==> config.mk <==
export PLATFORM = sky130hd
export DESIGN_NAME = dopu_top
export DESIGN_NICKNAME = d
export VERILOG_FILES = /design/src/design/dopu_pkg.sv /design/src/design/dopu_top.sv /design/src/design/dopu_tick_gen.sv
export SDC_FILE = /design/constraint.sdc
export NUM_CORES = 1
export LEC_CHECK = 0
export ABC_AREA = 1
export BUFFER_PORTS_ARGS = -buffer_cell sky130_fd_sc_hd__buf_2
export CELL_PAD_IN_SITES_DETAIL_PLACEMENT = 0
export CELL_PAD_IN_SITES_GLOBAL_PLACEMENT = 1
export CORE_ASPECT_RATIO = 1.75
export CORE_MARGIN = 10
export CORE_UTILIZATION = 47
export DETAILED_ROUTE_END_ITERATION = 8
export HOLD_SLACK_MARGIN = 0.02
export PLACE_DENSITY = 0.86
export SLEW_MARGIN = 0
export SYNTH_ARGS = -nofsm -noshare
export SYNTH_HDL_FRONTEND = slang
export SYNTH_SLANG_ARGS = --single-unit
==> constraint.sdc <==
create_clock -name sys_clk -period 5.49 [get_ports sys_clk]
set_input_delay 0.2745 -clock sys_clk [delete_from_list [all_inputs] [get_ports sys_clk]]
set_output_delay 0.2745 -clock sys_clk [all_outputs]
set_load 0.01 [all_outputs]
==> src/design/dopu_pkg.sv <==
// Constants for the dual output modulator unit.
// Assumes an 8-bit special function register port on the core clock.
// Notes on behaviour
// - Bits 6..4 pick mode: off, single 16-bit, twin 8-bit, twin 16-bit.
// - Codes 4,5,6: dual 16-bit density, dual 8-bit, dual density return-to-zero.
// - Code 7 holds the counter in reset and leaves outputs unused.
// - Bits 1..0 pick clock source; bits 3..2 pick divider, top is 64.
// - Any control register write resets the counter.
// - Low byte writes in 16-bit modes go to a hidden holding register.
// - High byte write loads both bytes; outputs change from next cycle.
// - In modes 2 to 6 the two data pairs set the duty of both output pins.
// - Control bit 7 is not implemented; writes to it are ignored.
// - Single 16-bit mode: second pair is period, first pair is high time.
// - Twin 8-bit: second low byte plus one is period; compare edges per byte.
// - Twin 16-bit: full range count, high below data, both rise on rollover.
// - Density mode: over 65536 clocks output is high for data-pair clocks.
package dopu_pkg;
  localparam logic [7:0] CTRL_ADDR    = 8'hAE;
  localparam logic [7:0] DUTY_A_L     = 8'hB1;
  localparam logic [7:0] DUTY_A_H     = 8'hB2;
  localparam logic [7:0] DUTY_B_L     = 8'hB3;
  localparam logic [7:0] DUTY_B_H     = 8'hB4;
  localparam logic [7:0] CTRL_RESET   = 8'h00;
  localparam logic [7:0] DATA_RESET   = 8'h00;
  localparam int         MODE_LSB     = 4;
  localparam int         DIV_LSB      = 2;
  localparam int         SRC_LSB      = 0;
  localparam logic [6:0] CTRL_MASK    = 7'h7F;
  localparam int         XTAL_DIV     = 15;
  localparam logic [2:0] M_OFF        = 3'h0;
  localparam logic [2:0] M_SINGLE16   = 3'h1;
  localparam logic [2:0] M_TWIN8      = 3'h2;
  localparam logic [2:0] M_TWIN16     = 3'h3;
  localparam logic [2:0] M_DENS16     = 3'h4;
  localparam logic [2:0] M_DUAL8      = 3'h5;
  localparam logic [2:0] M_DENSRZ     = 3'h6;
  localparam logic [2:0] M_HOLD       = 3'h7;
  localparam logic [1:0] S_XTAL15     = 2'h0;
  localparam logic [1:0] S_XTAL       = 2'h1;
  localparam logic [1:0] S_EXT        = 2'h2;
  localparam logic [1:0] S_PLL        = 2'h3;
endpackage : dopu_pkg

==> src/design/dopu_top.sv <==
// Dual output modulator: control register, four data bytes, two outputs.
// Assumes a single-cycle special function register write/read strobe port.
`timescale 1ns/1ps
`default_nettype none
module dopu_top (
  input  wire logic       sys_clk,           // Core clock, 10 MHz
  input  wire logic       nrst,              // Async reset, active low
  input  wire logic       clk_en,            // Freezes all state when low
  input  wire logic [7:0] sfr_addr,          // Register address
  input  wire logic [7:0] sfr_wdata,         // Write data
  input  wire logic       sfr_wr,            // Write strobe, one cycle
  input  wire logic       sfr_rd,            // Read strobe, one cycle
  output logic      [7:0] sfr_rdata,         // Read data, one cycle after sfr_rd
  output logic            sfr_hit,           // Address decoded, with sfr_rdata
  input  wire logic       xtal_tick,         // Crystal-rate pulse, sys_clk domain
  input  wire logic       pll_tick,          // PLL-rate pulse, sys_clk domain
  input  wire logic       external_clock_in, // Asynchronous pin
  output logic            modulator_out_a,   // First output pin
  output logic            modulator_out_b,   // Second output pin
  output logic            outputs_active     // Pins owned by modulator
);
  logic [7:0]  ctrl, next_ctrl;
  logic [7:0]  duty_a_low_byte, duty_a_high_byte, duty_b_low_byte, duty_b_high_byte;
  logic [7:0]  next_al, next_ah, next_bl, next_bh;
  logic [7:0]  hold_a, hold_b, next_hold_a, next_hold_b;
  logic [15:0] act_a, act_b, next_act_a, next_act_b;
  logic [15:0] cnt, next_cnt;
  logic [16:0] acc_a, acc_b, next_acc_a, next_acc_b;
  logic        out_a, out_b, next_out_a, next_out_b, next_active;
  logic        phase, next_phase;
  logic [7:0]  next_rdata;
  logic        next_hit;
  logic        ext_s1, ext_s2;
  logic        tick;
  logic [2:0]  mode;
  logic        wide_mode, ctrl_wr, cycle_end;
  logic [15:0] pair_a, pair_b;
  logic [2:0]  next_mode;

  assign mode = ctrl[dopu_pkg::MODE_LSB +: 3];
  assign next_mode = next_ctrl[dopu_pkg::MODE_LSB +: 3];
  assign ctrl_wr = sfr_wr && sfr_addr == dopu_pkg::CTRL_ADDR;
  assign wide_mode = mode == dopu_pkg::M_SINGLE16 || mode == dopu_pkg::M_TWIN16
                  || mode == dopu_pkg::M_DENS16 || mode == dopu_pkg::M_DENSRZ;
  assign pair_a = {duty_a_high_byte, duty_a_low_byte};
  assign pair_b = {duty_b_high_byte, duty_b_low_byte};

  // Pin synchroniser; only the second stage is read
  always_ff @(posedge sys_clk or negedge nrst) begin
    if (!nrst) begin
      ext_s1 <= 1'b0;
      ext_s2 <= 1'b0;
    end else if (clk_en) begin
      ext_s1 <= external_clock_in;
      ext_s2 <= ext_s1;
    end
  end

  dopu_tick_gen u_tick (
    .sys_clk   (sys_clk),
    .nrst      (nrst),
    .clk_en    (clk_en),
    .clr       (ctrl_wr),
    .src_sel   (ctrl[dopu_pkg::SRC_LSB +: 2]),
    .div_sel   (ctrl[dopu_pkg::DIV_LSB +: 2]),
    .xtal_tick (xtal_tick),
    .pll_tick  (pll_tick),
    .ext_in    (ext_s2),
    .tick      (tick)
  );

  // Register file writes and reads
  always_comb begin
    next_ctrl   = ctrl;
    next_al     = duty_a_low_byte;
    next_ah     = duty_a_high_byte;
    next_bl     = duty_b_low_byte;
    next_bh     = duty_b_high_byte;
    next_hold_a = hold_a;
    next_hold_b = hold_b;
    if (sfr_wr) begin
      case (sfr_addr)
        dopu_pkg::CTRL_ADDR: next_ctrl = {1'b0, sfr_wdata[6:0] & dopu_pkg::CTRL_MASK};
        dopu_pkg::DUTY_A_L: begin
          if (wide_mode) next_hold_a = sfr_wdata;
          else next_al = sfr_wdata;
        end
        dopu_pkg::DUTY_B_L: begin
          if (wide_mode) next_hold_b = sfr_wdata;
          else next_bl = sfr_wdata;
        end
        dopu_pkg::DUTY_A_H: begin
          next_ah = sfr_wdata;
          if (wide_mode) next_al = hold_a;
        end
        dopu_pkg::DUTY_B_H: begin
          next_bh = sfr_wdata;
          if (wide_mode) next_bl = hold_b;
        end
        default: next_ctrl = ctrl;
      endcase
    end
    next_hit = sfr_rd;
    case (sfr_addr)
      dopu_pkg::CTRL_ADDR: next_rdata = ctrl;
      dopu_pkg::DUTY_A_L:  next_rdata = duty_a_low_byte;
      dopu_pkg::DUTY_A_H:  next_rdata = duty_a_high_byte;
      dopu_pkg::DUTY_B_L:  next_rdata = duty_b_low_byte;
      dopu_pkg::DUTY_B_H:  next_rdata = duty_b_high_byte;
      default: begin
        next_rdata = 8'h00;
        next_hit   = 1'b0;
      end
    endcase
    if (!sfr_rd) next_rdata = 8'h00;
  end

  // Counter, cycle-end reload of active values, output generation
  always_comb begin
    next_cnt    = cnt;
    next_act_a  = act_a;
    next_act_b  = act_b;
    next_acc_a  = acc_a;
    next_acc_b  = acc_b;
    next_out_a  = out_a;
    next_out_b  = out_b;
    next_phase  = phase;
    cycle_end   = 1'b0;
    // Ownership follows the value being written, so pins are released at once
    next_active = next_mode != dopu_pkg::M_OFF && next_mode != dopu_pkg::M_HOLD;
    case (mode)
      dopu_pkg::M_SINGLE16: cycle_end = tick && (cnt + 16'h1 >= act_b || act_b == 16'h0);
      dopu_pkg::M_TWIN8, dopu_pkg::M_DUAL8: cycle_end = tick && cnt[7:0] >= act_b[7:0];
      default: cycle_end = tick && cnt == 16'hFFFF;
    endcase
    if (tick) begin
      next_cnt = cycle_end ? 16'h0 : cnt + 16'h1;
      next_phase = ~phase;
    end
    if (cycle_end) begin
      next_act_a = pair_a;
      next_act_b = pair_b;
    end
    case (mode)
      dopu_pkg::M_SINGLE16: if (tick) next_out_a = next_cnt < act_a;
      dopu_pkg::M_TWIN8, dopu_pkg::M_DUAL8: if (tick) begin
        if (cycle_end) next_out_a = 1'b1;
        else if (next_cnt[7:0] == act_a[7:0]) next_out_a = 1'b0;
        if (next_cnt[7:0] == act_b[15:8]) next_out_b = 1'b1;
        else if (next_cnt[7:0] == act_a[15:8]) next_out_b = 1'b0;
      end
      dopu_pkg::M_TWIN16: if (tick) begin
        next_out_a = next_cnt < act_a;
        next_out_b = next_cnt < act_b;
      end
      dopu_pkg::M_DENS16, dopu_pkg::M_DENSRZ: begin
        // First-order accumulator: carry count equals data over 65536 steps
        if (tick) begin
          next_acc_a = {1'b0, acc_a[15:0]} + {1'b0, act_a};
          next_acc_b = {1'b0, acc_b[15:0]} + {1'b0, act_b};
          next_out_a = next_acc_a[16];
          next_out_b = next_acc_b[16];
        end else if (mode == dopu_pkg::M_DENSRZ) begin
          // Return to zero on the first sys_clk cycle without a tick
          next_out_a = 1'b0;
          next_out_b = 1'b0;
        end
      end
      default: begin
        next_out_a = 1'b0;
        next_out_b = 1'b0;
      end
    endcase
    if (mode == dopu_pkg::M_OFF || mode == dopu_pkg::M_HOLD) begin
      next_cnt = 16'h0;
      next_acc_a = 17'h0;
      next_acc_b = 17'h0;
      next_act_a = pair_a;
      next_act_b = pair_b;
    end
    if (ctrl_wr) begin
      next_cnt   = 16'h0;
      next_acc_a = 17'h0;
      next_acc_b = 17'h0;
      next_act_a = pair_a;
      next_act_b = pair_b;
      next_out_a = 1'b0;
      next_out_b = 1'b0;
    end
  end

  // State registers
  always_ff @(posedge sys_clk or negedge nrst) begin
    if (!nrst) begin
      ctrl             <= dopu_pkg::CTRL_RESET;
      duty_a_low_byte  <= dopu_pkg::DATA_RESET;
      duty_a_high_byte <= dopu_pkg::DATA_RESET;
      duty_b_low_byte  <= dopu_pkg::DATA_RESET;
      duty_b_high_byte <= dopu_pkg::DATA_RESET;
      hold_a           <= dopu_pkg::DATA_RESET;
      hold_b           <= dopu_pkg::DATA_RESET;
      act_a            <= 16'h0;
      act_b            <= 16'h0;
      cnt              <= 16'h0;
      acc_a            <= 17'h0;
      acc_b            <= 17'h0;
      out_a            <= 1'b0;
      out_b            <= 1'b0;
      phase            <= 1'b0;
      sfr_rdata        <= 8'h00;
      sfr_hit          <= 1'b0;
      modulator_out_a  <= 1'b0;
      modulator_out_b  <= 1'b0;
      outputs_active   <= 1'b0;
    end else if (clk_en) begin
      ctrl             <= next_ctrl;
      duty_a_low_byte  <= next_al;
      duty_a_high_byte <= next_ah;
      duty_b_low_byte  <= next_bl;
      duty_b_high_byte <= next_bh;
      hold_a           <= next_hold_a;
      hold_b           <= next_hold_b;
      act_a            <= next_act_a;
      act_b            <= next_act_b;
      cnt              <= next_cnt;
      acc_a            <= next_acc_a;
      acc_b            <= next_acc_b;
      out_a            <= next_out_a;
      out_b            <= next_out_b;
      phase            <= next_phase;
      sfr_rdata        <= next_rdata;
      sfr_hit          <= next_hit;
      modulator_out_a  <= next_out_a;
      modulator_out_b  <= next_out_b;
      outputs_active   <= next_active;
    end
  end
endmodule : dopu_top
`default_nettype wire

==> src/design/dopu_tick_gen.sv <==
// Clock source select and prescaler producing a one-cycle counter tick.
// Assumes crystal and pll ticks are one-cycle pulses on sys_clk.
`timescale 1ns/1ps
`default_nettype none
module dopu_tick_gen (
  input  wire logic       sys_clk,   // Core clock
  input  wire logic       nrst,      // Async reset, active low
  input  wire logic       clk_en,    // Freezes all state when low
  input  wire logic       clr,       // Restart prescalers
  input  wire logic [1:0] src_sel,   // Clock source code
  input  wire logic [1:0] div_sel,   // Divider code
  input  wire logic       xtal_tick, // Crystal pulse
  input  wire logic       pll_tick,  // PLL pulse
  input  wire logic       ext_in,    // External pin, already synchronised
  output logic            tick       // One pulse per counter step
);
  logic [3:0] xcnt, next_xcnt;
  logic [5:0] dcnt, next_dcnt;
  logic       ext_d, next_ext_d;
  logic       src_pulse;
  logic       next_tick;
  logic [5:0] div_last;

  // Source pulse, then divider; external source counts rising edges
  always_comb begin
    next_xcnt = xcnt;
    next_ext_d = ext_in;
    src_pulse = 1'b0;
    case (src_sel)
      dopu_pkg::S_XTAL15: begin
        if (xtal_tick) begin
          if (xcnt == 4'(dopu_pkg::XTAL_DIV - 1)) begin
            next_xcnt = 4'h0;
            src_pulse = 1'b1;
          end else begin
            next_xcnt = xcnt + 4'h1;
          end
        end
      end
      dopu_pkg::S_XTAL: src_pulse = xtal_tick;
      dopu_pkg::S_EXT:  src_pulse = ext_in & ~ext_d;
      dopu_pkg::S_PLL:  src_pulse = pll_tick;
      default:          src_pulse = 1'b0;
    endcase
    case (div_sel)
      2'h0:    div_last = 6'h00;
      2'h1:    div_last = 6'h03;
      2'h2:    div_last = 6'h0F;
      default: div_last = 6'h3F;
    endcase
    next_dcnt = dcnt;
    next_tick = 1'b0;
    if (src_pulse) begin
      if (dcnt >= div_last) begin
        next_dcnt = 6'h00;
        next_tick = 1'b1;
      end else begin
        next_dcnt = dcnt + 6'h01;
      end
    end
    if (clr) begin
      next_xcnt = 4'h0;
      next_dcnt = 6'h00;
      next_tick = 1'b0;
    end
  end

  // Registers only
  always_ff @(posedge sys_clk or negedge nrst) begin
    if (!nrst) begin
      xcnt  <= 4'h0;
      dcnt  <= 6'h00;
      ext_d <= 1'b0;
      tick  <= 1'b0;
    end else if (clk_en) begin
      xcnt  <= next_xcnt;
      dcnt  <= next_dcnt;
      ext_d <= next_ext_d;
      tick  <= next_tick;
    end
  end
endmodule : dopu_tick_gen
`default_nettype wire

## After elaboration in Yosys (flattened, before gate mapping)

Index checks and enable logic that the tools add are counted.

| storage, ports and cells | value |
|---|---|
| bits in registers | 161 |
| bits in latches | 0 |
| memory bits (writable) | 0 |
| bits in read-only memories | 0 |
| input port bits | 24 |
| output and inout bits | 12 |
| logic and storage cells | 168 |
| memories kept | 0 |

| cells by class | value |
|---|---|
| add/sub/neg operators | 5 |
| multiply operators | 0 |
| divide/modulo/power cells | 0 |
| order comparisons | 5 |
| equality and inequality tests | 34 |
| shift operators | 0 |
| mux-type cells | 58 |
| bitwise gates (word level) | 2 |
| reduce and logical (&&, ||, !) cells | 40 |

Operator list:

| operator | count |
|---|---|
| 16-bit 2-to-1 mux | 18 |
| 8-bit == test (second input constant) | 5 |
| 8-bit case mux with 5 select lines | 1 |
| 16-bit by 16-bit adder with 17-bit output | 2 |
| 16-bit < comparator | 2 |
| 8-bit 2-to-1 mux | 4 |
| 8-bit case mux with 2 select lines | 2 |
| 8-bit == test | 3 |
| 1-bit 2-to-1 mux | 19 |
| 6-bit 2-to-1 mux | 3 |
| 6-bit case mux with 3 select lines | 1 |
| 16-bit by 1-bit adder with 16-bit output (second input constant) | 1 |
| 16-bit == test (second input constant) | 1 |
| 16-bit >= comparator | 1 |
| 16-bit zero test | 1 |
| 4-bit 2-to-1 mux | 4 |
| 3-bit AND reduction | 5 |
| 5-bit AND reduction | 3 |
| 7-bit 2-to-1 mux | 2 |
| 3-bit == test (second input constant) | 4 |
| 3-bit nonzero test | 4 |
| 2-bit inequality test (second input constant) | 5 |
| 2-bit nonzero test | 5 |
| 8-bit >= comparator | 1 |
| other kinds (27) | 47 |

## Depth between registers and ports, before layout

| depth | value |
|---|---|
| depth in word-level cells | 13 |
| gate-level depth with buffers | 34 |
| depth with buffers taken out | 34 |

## Cells and area by module

From an unflattened synthesis, not the netlist that was laid out.

| unflattened totals | value |
|---|---|
| cell total of the unflattened synthesis | 1465 |
| area total of the unflattened synthesis | 10777.8 sq um |

Modules (own cells, without submodules):

| module | instances | cells an instance | area each (sq um) | sequential area each (sq um) |
|---|---|---|---|---|
| dopu_top | 1 | 1347 | 9907.0 | 3728.6 |
| dopu_tick_gen | 1 | 118 | 870.8 | 300.3 |

## Worst setup path before layout

No wires, ideal clock.

| path | value |
|---|---|
| path kind | reg2reg |
| start | reg cnt[0] |
| end | reg out_a |
| library setup time | 126 ps |
| data arrival time | 3960 ps |
| slack | 1404 ps |
| stages on the path, launching flop included | 31 |
| path buffers | 0 |
| cell sequence | dfrtp_1 > inv_1 > nor3_2 > nand2_1 > inv_1 > nand4_1 > or4_1 > xor2_1 > inv_1 > ha_1 > a21o_1 > nor2_1 > nand2_1 > nor2_1 > nand2_1 > nand2_2 > nand4_2 > nand2_1 > inv_1 > ha_1 > nor2_1 > nor2_1 > o21a_1 > o221ai_1 > a21oi_1 > o21ai_0 > nand3_1 > nand2_1 > o21ai_0 > o21ai_0 > o21ai_0 |

| on the way | value |
|---|---|
| longest elaborated chain between the ends | 11 |
| elaborated cells between the ends (all ways) | 20 |
| classes of those cells | add/sub (1); order compare (3); eq/ne (3); mux (8); reduce/logical (5) |

RTL lines:

| element | RTL line | source |
|---|---|---|
| start: declaration | dopu_top.sv:27 | `logic [15:0] cnt, next_cnt;` |
| start signal: assignment | dopu_top.sv:225 | `cnt <= next_cnt;` |
| 16-bit by 1-bit adder with 16-bit output | dopu_top.sv:132, dopu_top.sv:137 |  |
| 16-bit >= comparator | dopu_top.sv:132 | `dopu_pkg::M_SINGLE16: cycle_end = tick && (cnt + 16'h1 >= act_b \|\| act_b == 16'h0);` |
| 1-bit logical OR | dopu_top.sv:132 |  |
| 1-bit logical AND | dopu_top.sv:132 |  |
| 1-bit case mux with 2 select lines | dopu_top.sv:131 | `case (mode)` |
| 16-bit 2-to-1 mux | dopu_top.sv:137 | `next_cnt = cycle_end ? 16'h0 : cnt + 16'h1;` |
| 16-bit 2-to-1 mux | dopu_top.sv:136 | `if (tick) begin` |
| 16-bit < comparator | dopu_top.sv:145, dopu_top.sv:153 |  |
| 1-bit 2-to-1 mux | dopu_top.sv:145, dopu_top.sv:152 |  |
| 1-bit case mux with 3 select lines | dopu_top.sv:144 | `case (mode)` |
| 1-bit 2-to-1 mux | dopu_top.sv:181 | `if (ctrl_wr) begin` |
| end signal: assignment | dopu_top.sv:228 | `out_a <= next_out_a;` |
| end: declaration | dopu_top.sv:29 | `logic out_a, out_b, next_out_a, next_out_b, next_active;` |

Several ways; a longest one is shown, not always the timed one. The select of a mux whose other input is x is not followed.
A chain may end at the register's enable or synchronous reset.

## Worst setup path in the final report

Ends and elaborated chain as after synthesis.

==> metrics <==
Synth Flop Type dfrtp_1; Die Span X ~130 um; total global-route track usage approximately 22%; Netlist cell types 56; antenna-violating nets left 0; RSZ-0062 raised after global routing no; pin count of the biggest net entering global routing a little over 80; H-tree levels 4; Pleak about 6.0 nW; Die ar. around 29,000 um^2; Syn Area/Cell between 7 and 8 um^2; CP Capture Type flop; fmax 0.201 GHz; IO Pins 36; PostCTS Resize Cnt 0; number of port buffers 35; highest cell delay on the worst timing path 450 ps; synth warn 0; final net count approximately 1.5k; maximum clock path buffer count 2; Setup TNS 0 ps; Antenna diodes 0; WHS Path Cells 3; outcome complete, no violations; DRT Pass-1 Iters 5; Slew @ Worst Pin about 830 ps; Final period util ~91%; number of synthesized flops with an enable pin 0; CTS tree yes; routed vias/inst about 5.4; initial antenna violation count 0; CTS Buf Count 17; initial core utilization 47.8%; vias in the first global route about 9.5k; Worst Path Required a little under 6000 ps; cell repeated most along the worst path nand2_1; Post-Syn Area approximately 11,000 um^2; root buf cell clkbuf_16; FP Rows a little over 70; worst-skew pair later-pin latency 450 ps; share of cells above drive strength 1 8.86%; met2 WL about 16,000 um; gp weighted congestion about 0.93; vias around 9.4k; worst vdd ir approximately 0.29 mV; sequential area share after synthesis 38.0%; gr ovfl total 0; Max Cap Viol 0; Sink Count between 150 and 200; DP Wirelength around 24,000 um; Layout fillers roughly 2.2k; post-route design area 11,700 um^2; Rel. slew slack around 44%; final setup fails 0; DR WL met3 1120 um; Placed Instance Area 11,100 um^2; Worst Hold Class in2reg; first-pass GRT wire length between 50,000 and 60,000 um; post-synthesis cell count between 1k and 1.5k; initial DRC count ~490; slowest library cell on the worst path or4_1; Arrival @ worst endpoint 5300 ps; core area about 22,000 um^2; Remaining DRCs 0; power density over the cells around 260 nW/um^2; Total Routed Length approximately 31,000 um; post-synthesis register bit count around 160; synthesis-to-layout area growth 10.2%; worst-path maximum fanout 10; Max Clock Skew ~11 ps; CP Class reg2reg; Die H 219 um; clk slew on worst S/H paths ~70 ps; syn_nets 1,509; WL per Instance 18.1 um; Worst Setup Start Kind flop; FFs w/ async S/R, synth 100%; Final Max Tran Viols 0; Tmin final approximately 5000 ps; final hold viol count 0; uppermost layer routed met4; M1 WL approximately 12,000 um; R2R cell count 30
[registers in the layout, indices dropped and copies added, names as in the netlist, 4 cells and up]
signal and cells:
acc_b 16, duty_a_low_byte 8, u_tick.dcnt 6, acc_a 16, ctrl 7, act_b 16
duty_b_low_byte 8, duty_a_high_byte 8, act_a 16, cnt 16, duty_b_high_byte 8, u_tick.xcnt 4
hold_a 8, sfr_rdata 8, hold_b 8
[worst max-delay path, delay by kind of cell, from the launching register on]
| kind | cells | cell delay [ps] |
|---|---|---|
| AOI/OAI and AO/OA | 8 | 1150 |
| xor gates and xnor gates | 1 | 210 |
| adders and majority gates | 2 | 470 |
| DFF | 1 | 420 |
| buffers and inverters | 4 | 350 |
| and+or+nand+nor | 15 | 2240 |
[per-layer routing]
metal	up-vias	track usage (%)
met1	4391	22.5
met3	84	3.67
met2	237	40.1
met4	0	14.4
met5	-	0
li1	4703	-
[cells by family after synthesis]
| family | Yosys count | share of synthesized area (%) |
|---|---|---|
| AND/OR/NAND/NOR | 569 | 23.1 |
| buffers and inverters | 224 | 8.00 |
| AO/OA/AOI/OAI | 312 | 17.0 |
| flip-flops | 161 | 38.0 |
| multiplexers | 8 | 0.850 |
| adder cells (fa/ha/maj) | 97 | 11.6 |
| XOR/XNOR | 17 | 1.40 |
[metrics by stage]
stage | hold WS, ps | setup slack [ps] | power (W) | cells | utilization, %
6_report | 42.4 | 518 | 0.00305 | 1730 | 52.7
5_1_grt | 32.0 | 74.2 | 0.00319 | 1730 | 52.7
4_1_cts | 27.1 | 502 | 0.00306 | 1730 | 52.7
3_5_place_dp | 393 | 528 | 0.00185 | 1697 | 50.0
3_3_place_gp | 380 | 656 | 0.00184 | 1697 | 50.0
2_1_floorplan | -21.1 | 1400 | 0.00167 | 1388 | -
[synth_stat cells, types with 4 or more instances]
library cell / instances / area, um^2
nand2_1: 370 / 1390
inv_1: 181 / 679
dfrtp_1: 161 / 4030
o21ai_0: 144 / 721
ha_1: 95 / 1190
nor2_1: 77 / 289
a21oi_1: 70 / 350
nand3_1: 55 / 275
clkbuf_1: 24 / 90.1
o22ai_1: 23 / 144
nand4_1: 14 / 87.6
inv_2: 12 / 45.0
xor2_1: 12 / 105
nor3_1: 11 / 55.1
o21ai_1: 11 / 55.1
nand2_2: 10 / 62.6
o211ai_1: 9 / 67.6
o31ai_1: 9 / 67.6
a22o_1: 8 / 70.1
mux2_2: 8 / 90.1
a211oi_1: 6 / 45.0
nor2_2: 6 / 37.5
o21a_1: 6 / 45.0
xnor2_1: 5 / 43.8
nand3b_1: 4 / 30.0
nand4_2: 4 / 50.1
nor4_1: 4 / 25.0
o2111ai_1: 4 / 35.0
[final timing paths]
| check | slack [ps] | end | startpoint |
|---|---|---|---|
| max | 520 | out_a$_DFFE_PN0P_ | cnt[0]$_DFFE_PN0P_ |
| min | 40 | ext_s1$_DFFE_PN0P_ | external_clock_in |
| max reg2reg | 520 | out_a$_DFFE_PN0P_ | cnt[0]$_DFFE_PN0P_ |
| min reg2reg | 480 | sfr_hit$_DFFE_PN0P_ | sfr_hit$_DFFE_PN0P_ |
| max in group asynchronous | 3900 | acc_a[15]$_DFFE_PN0P_ | nrst |
| min in group asynchronous | 450 | acc_b[11]$_DFFE_PN0P_ | nrst |
[layout make-up]
cell class              count  area, um^2  area share, %
flip-flops and latches    161        4030           34.5
clock inverters            15         166           1.42
repair buffers             42         236           2.02
multi-input cells        1003        5730           49.0
inverters                 196         736           6.29
well taps                 296         370           3.17
clock buffers              17         425           3.64
[power breakdown]
part,internal (W),leakage (nW),switching (W),total [W]
logic,0.000167,3.56,0.000326,0.000494
clock network,0.000647,0.290,0.000573,0.00122
registers,0.00125,2.13,0.0000779,0.00133
[placed cells by master, fill, tap and decap left out, types with 3 or more instances in the layout]
cell and n:
a211oi_1 6, a21boi_0 3, a21o_1 3, a21oi_1 70
a22o_1 8, a31oi_1 3, buf_2 34, buf_4 6
clkbuf_16 17, clkinv_1 3, dfrtp_1 161, ha_1 95
inv_1 181, inv_2 12, inv_6 5, inv_8 3
mux2_2 8, nand2_1 370, nand2_2 10, nand3_1 55
nand3b_1 4, nand4_1 14, nand4_2 4, nor2_1 77
nor2_2 6, nor3_1 11, nor4_1 4, o2111ai_1 4
o211ai_1 9, o21a_1 6, o21ai_0 144, o21ai_1 11
o22ai_1 23, o31ai_1 9, xnor2_1 5, xor2_1 12
[what timing repair did]
| item | CTS | global route |
|---|---|---|
| endpoints found under the hold margin | 79 | 0 |
| hold buffers | 1 | 0 |
| setup buffers | 0 | 0 |
No activity file was read; power rests on OpenSTA's default activity.
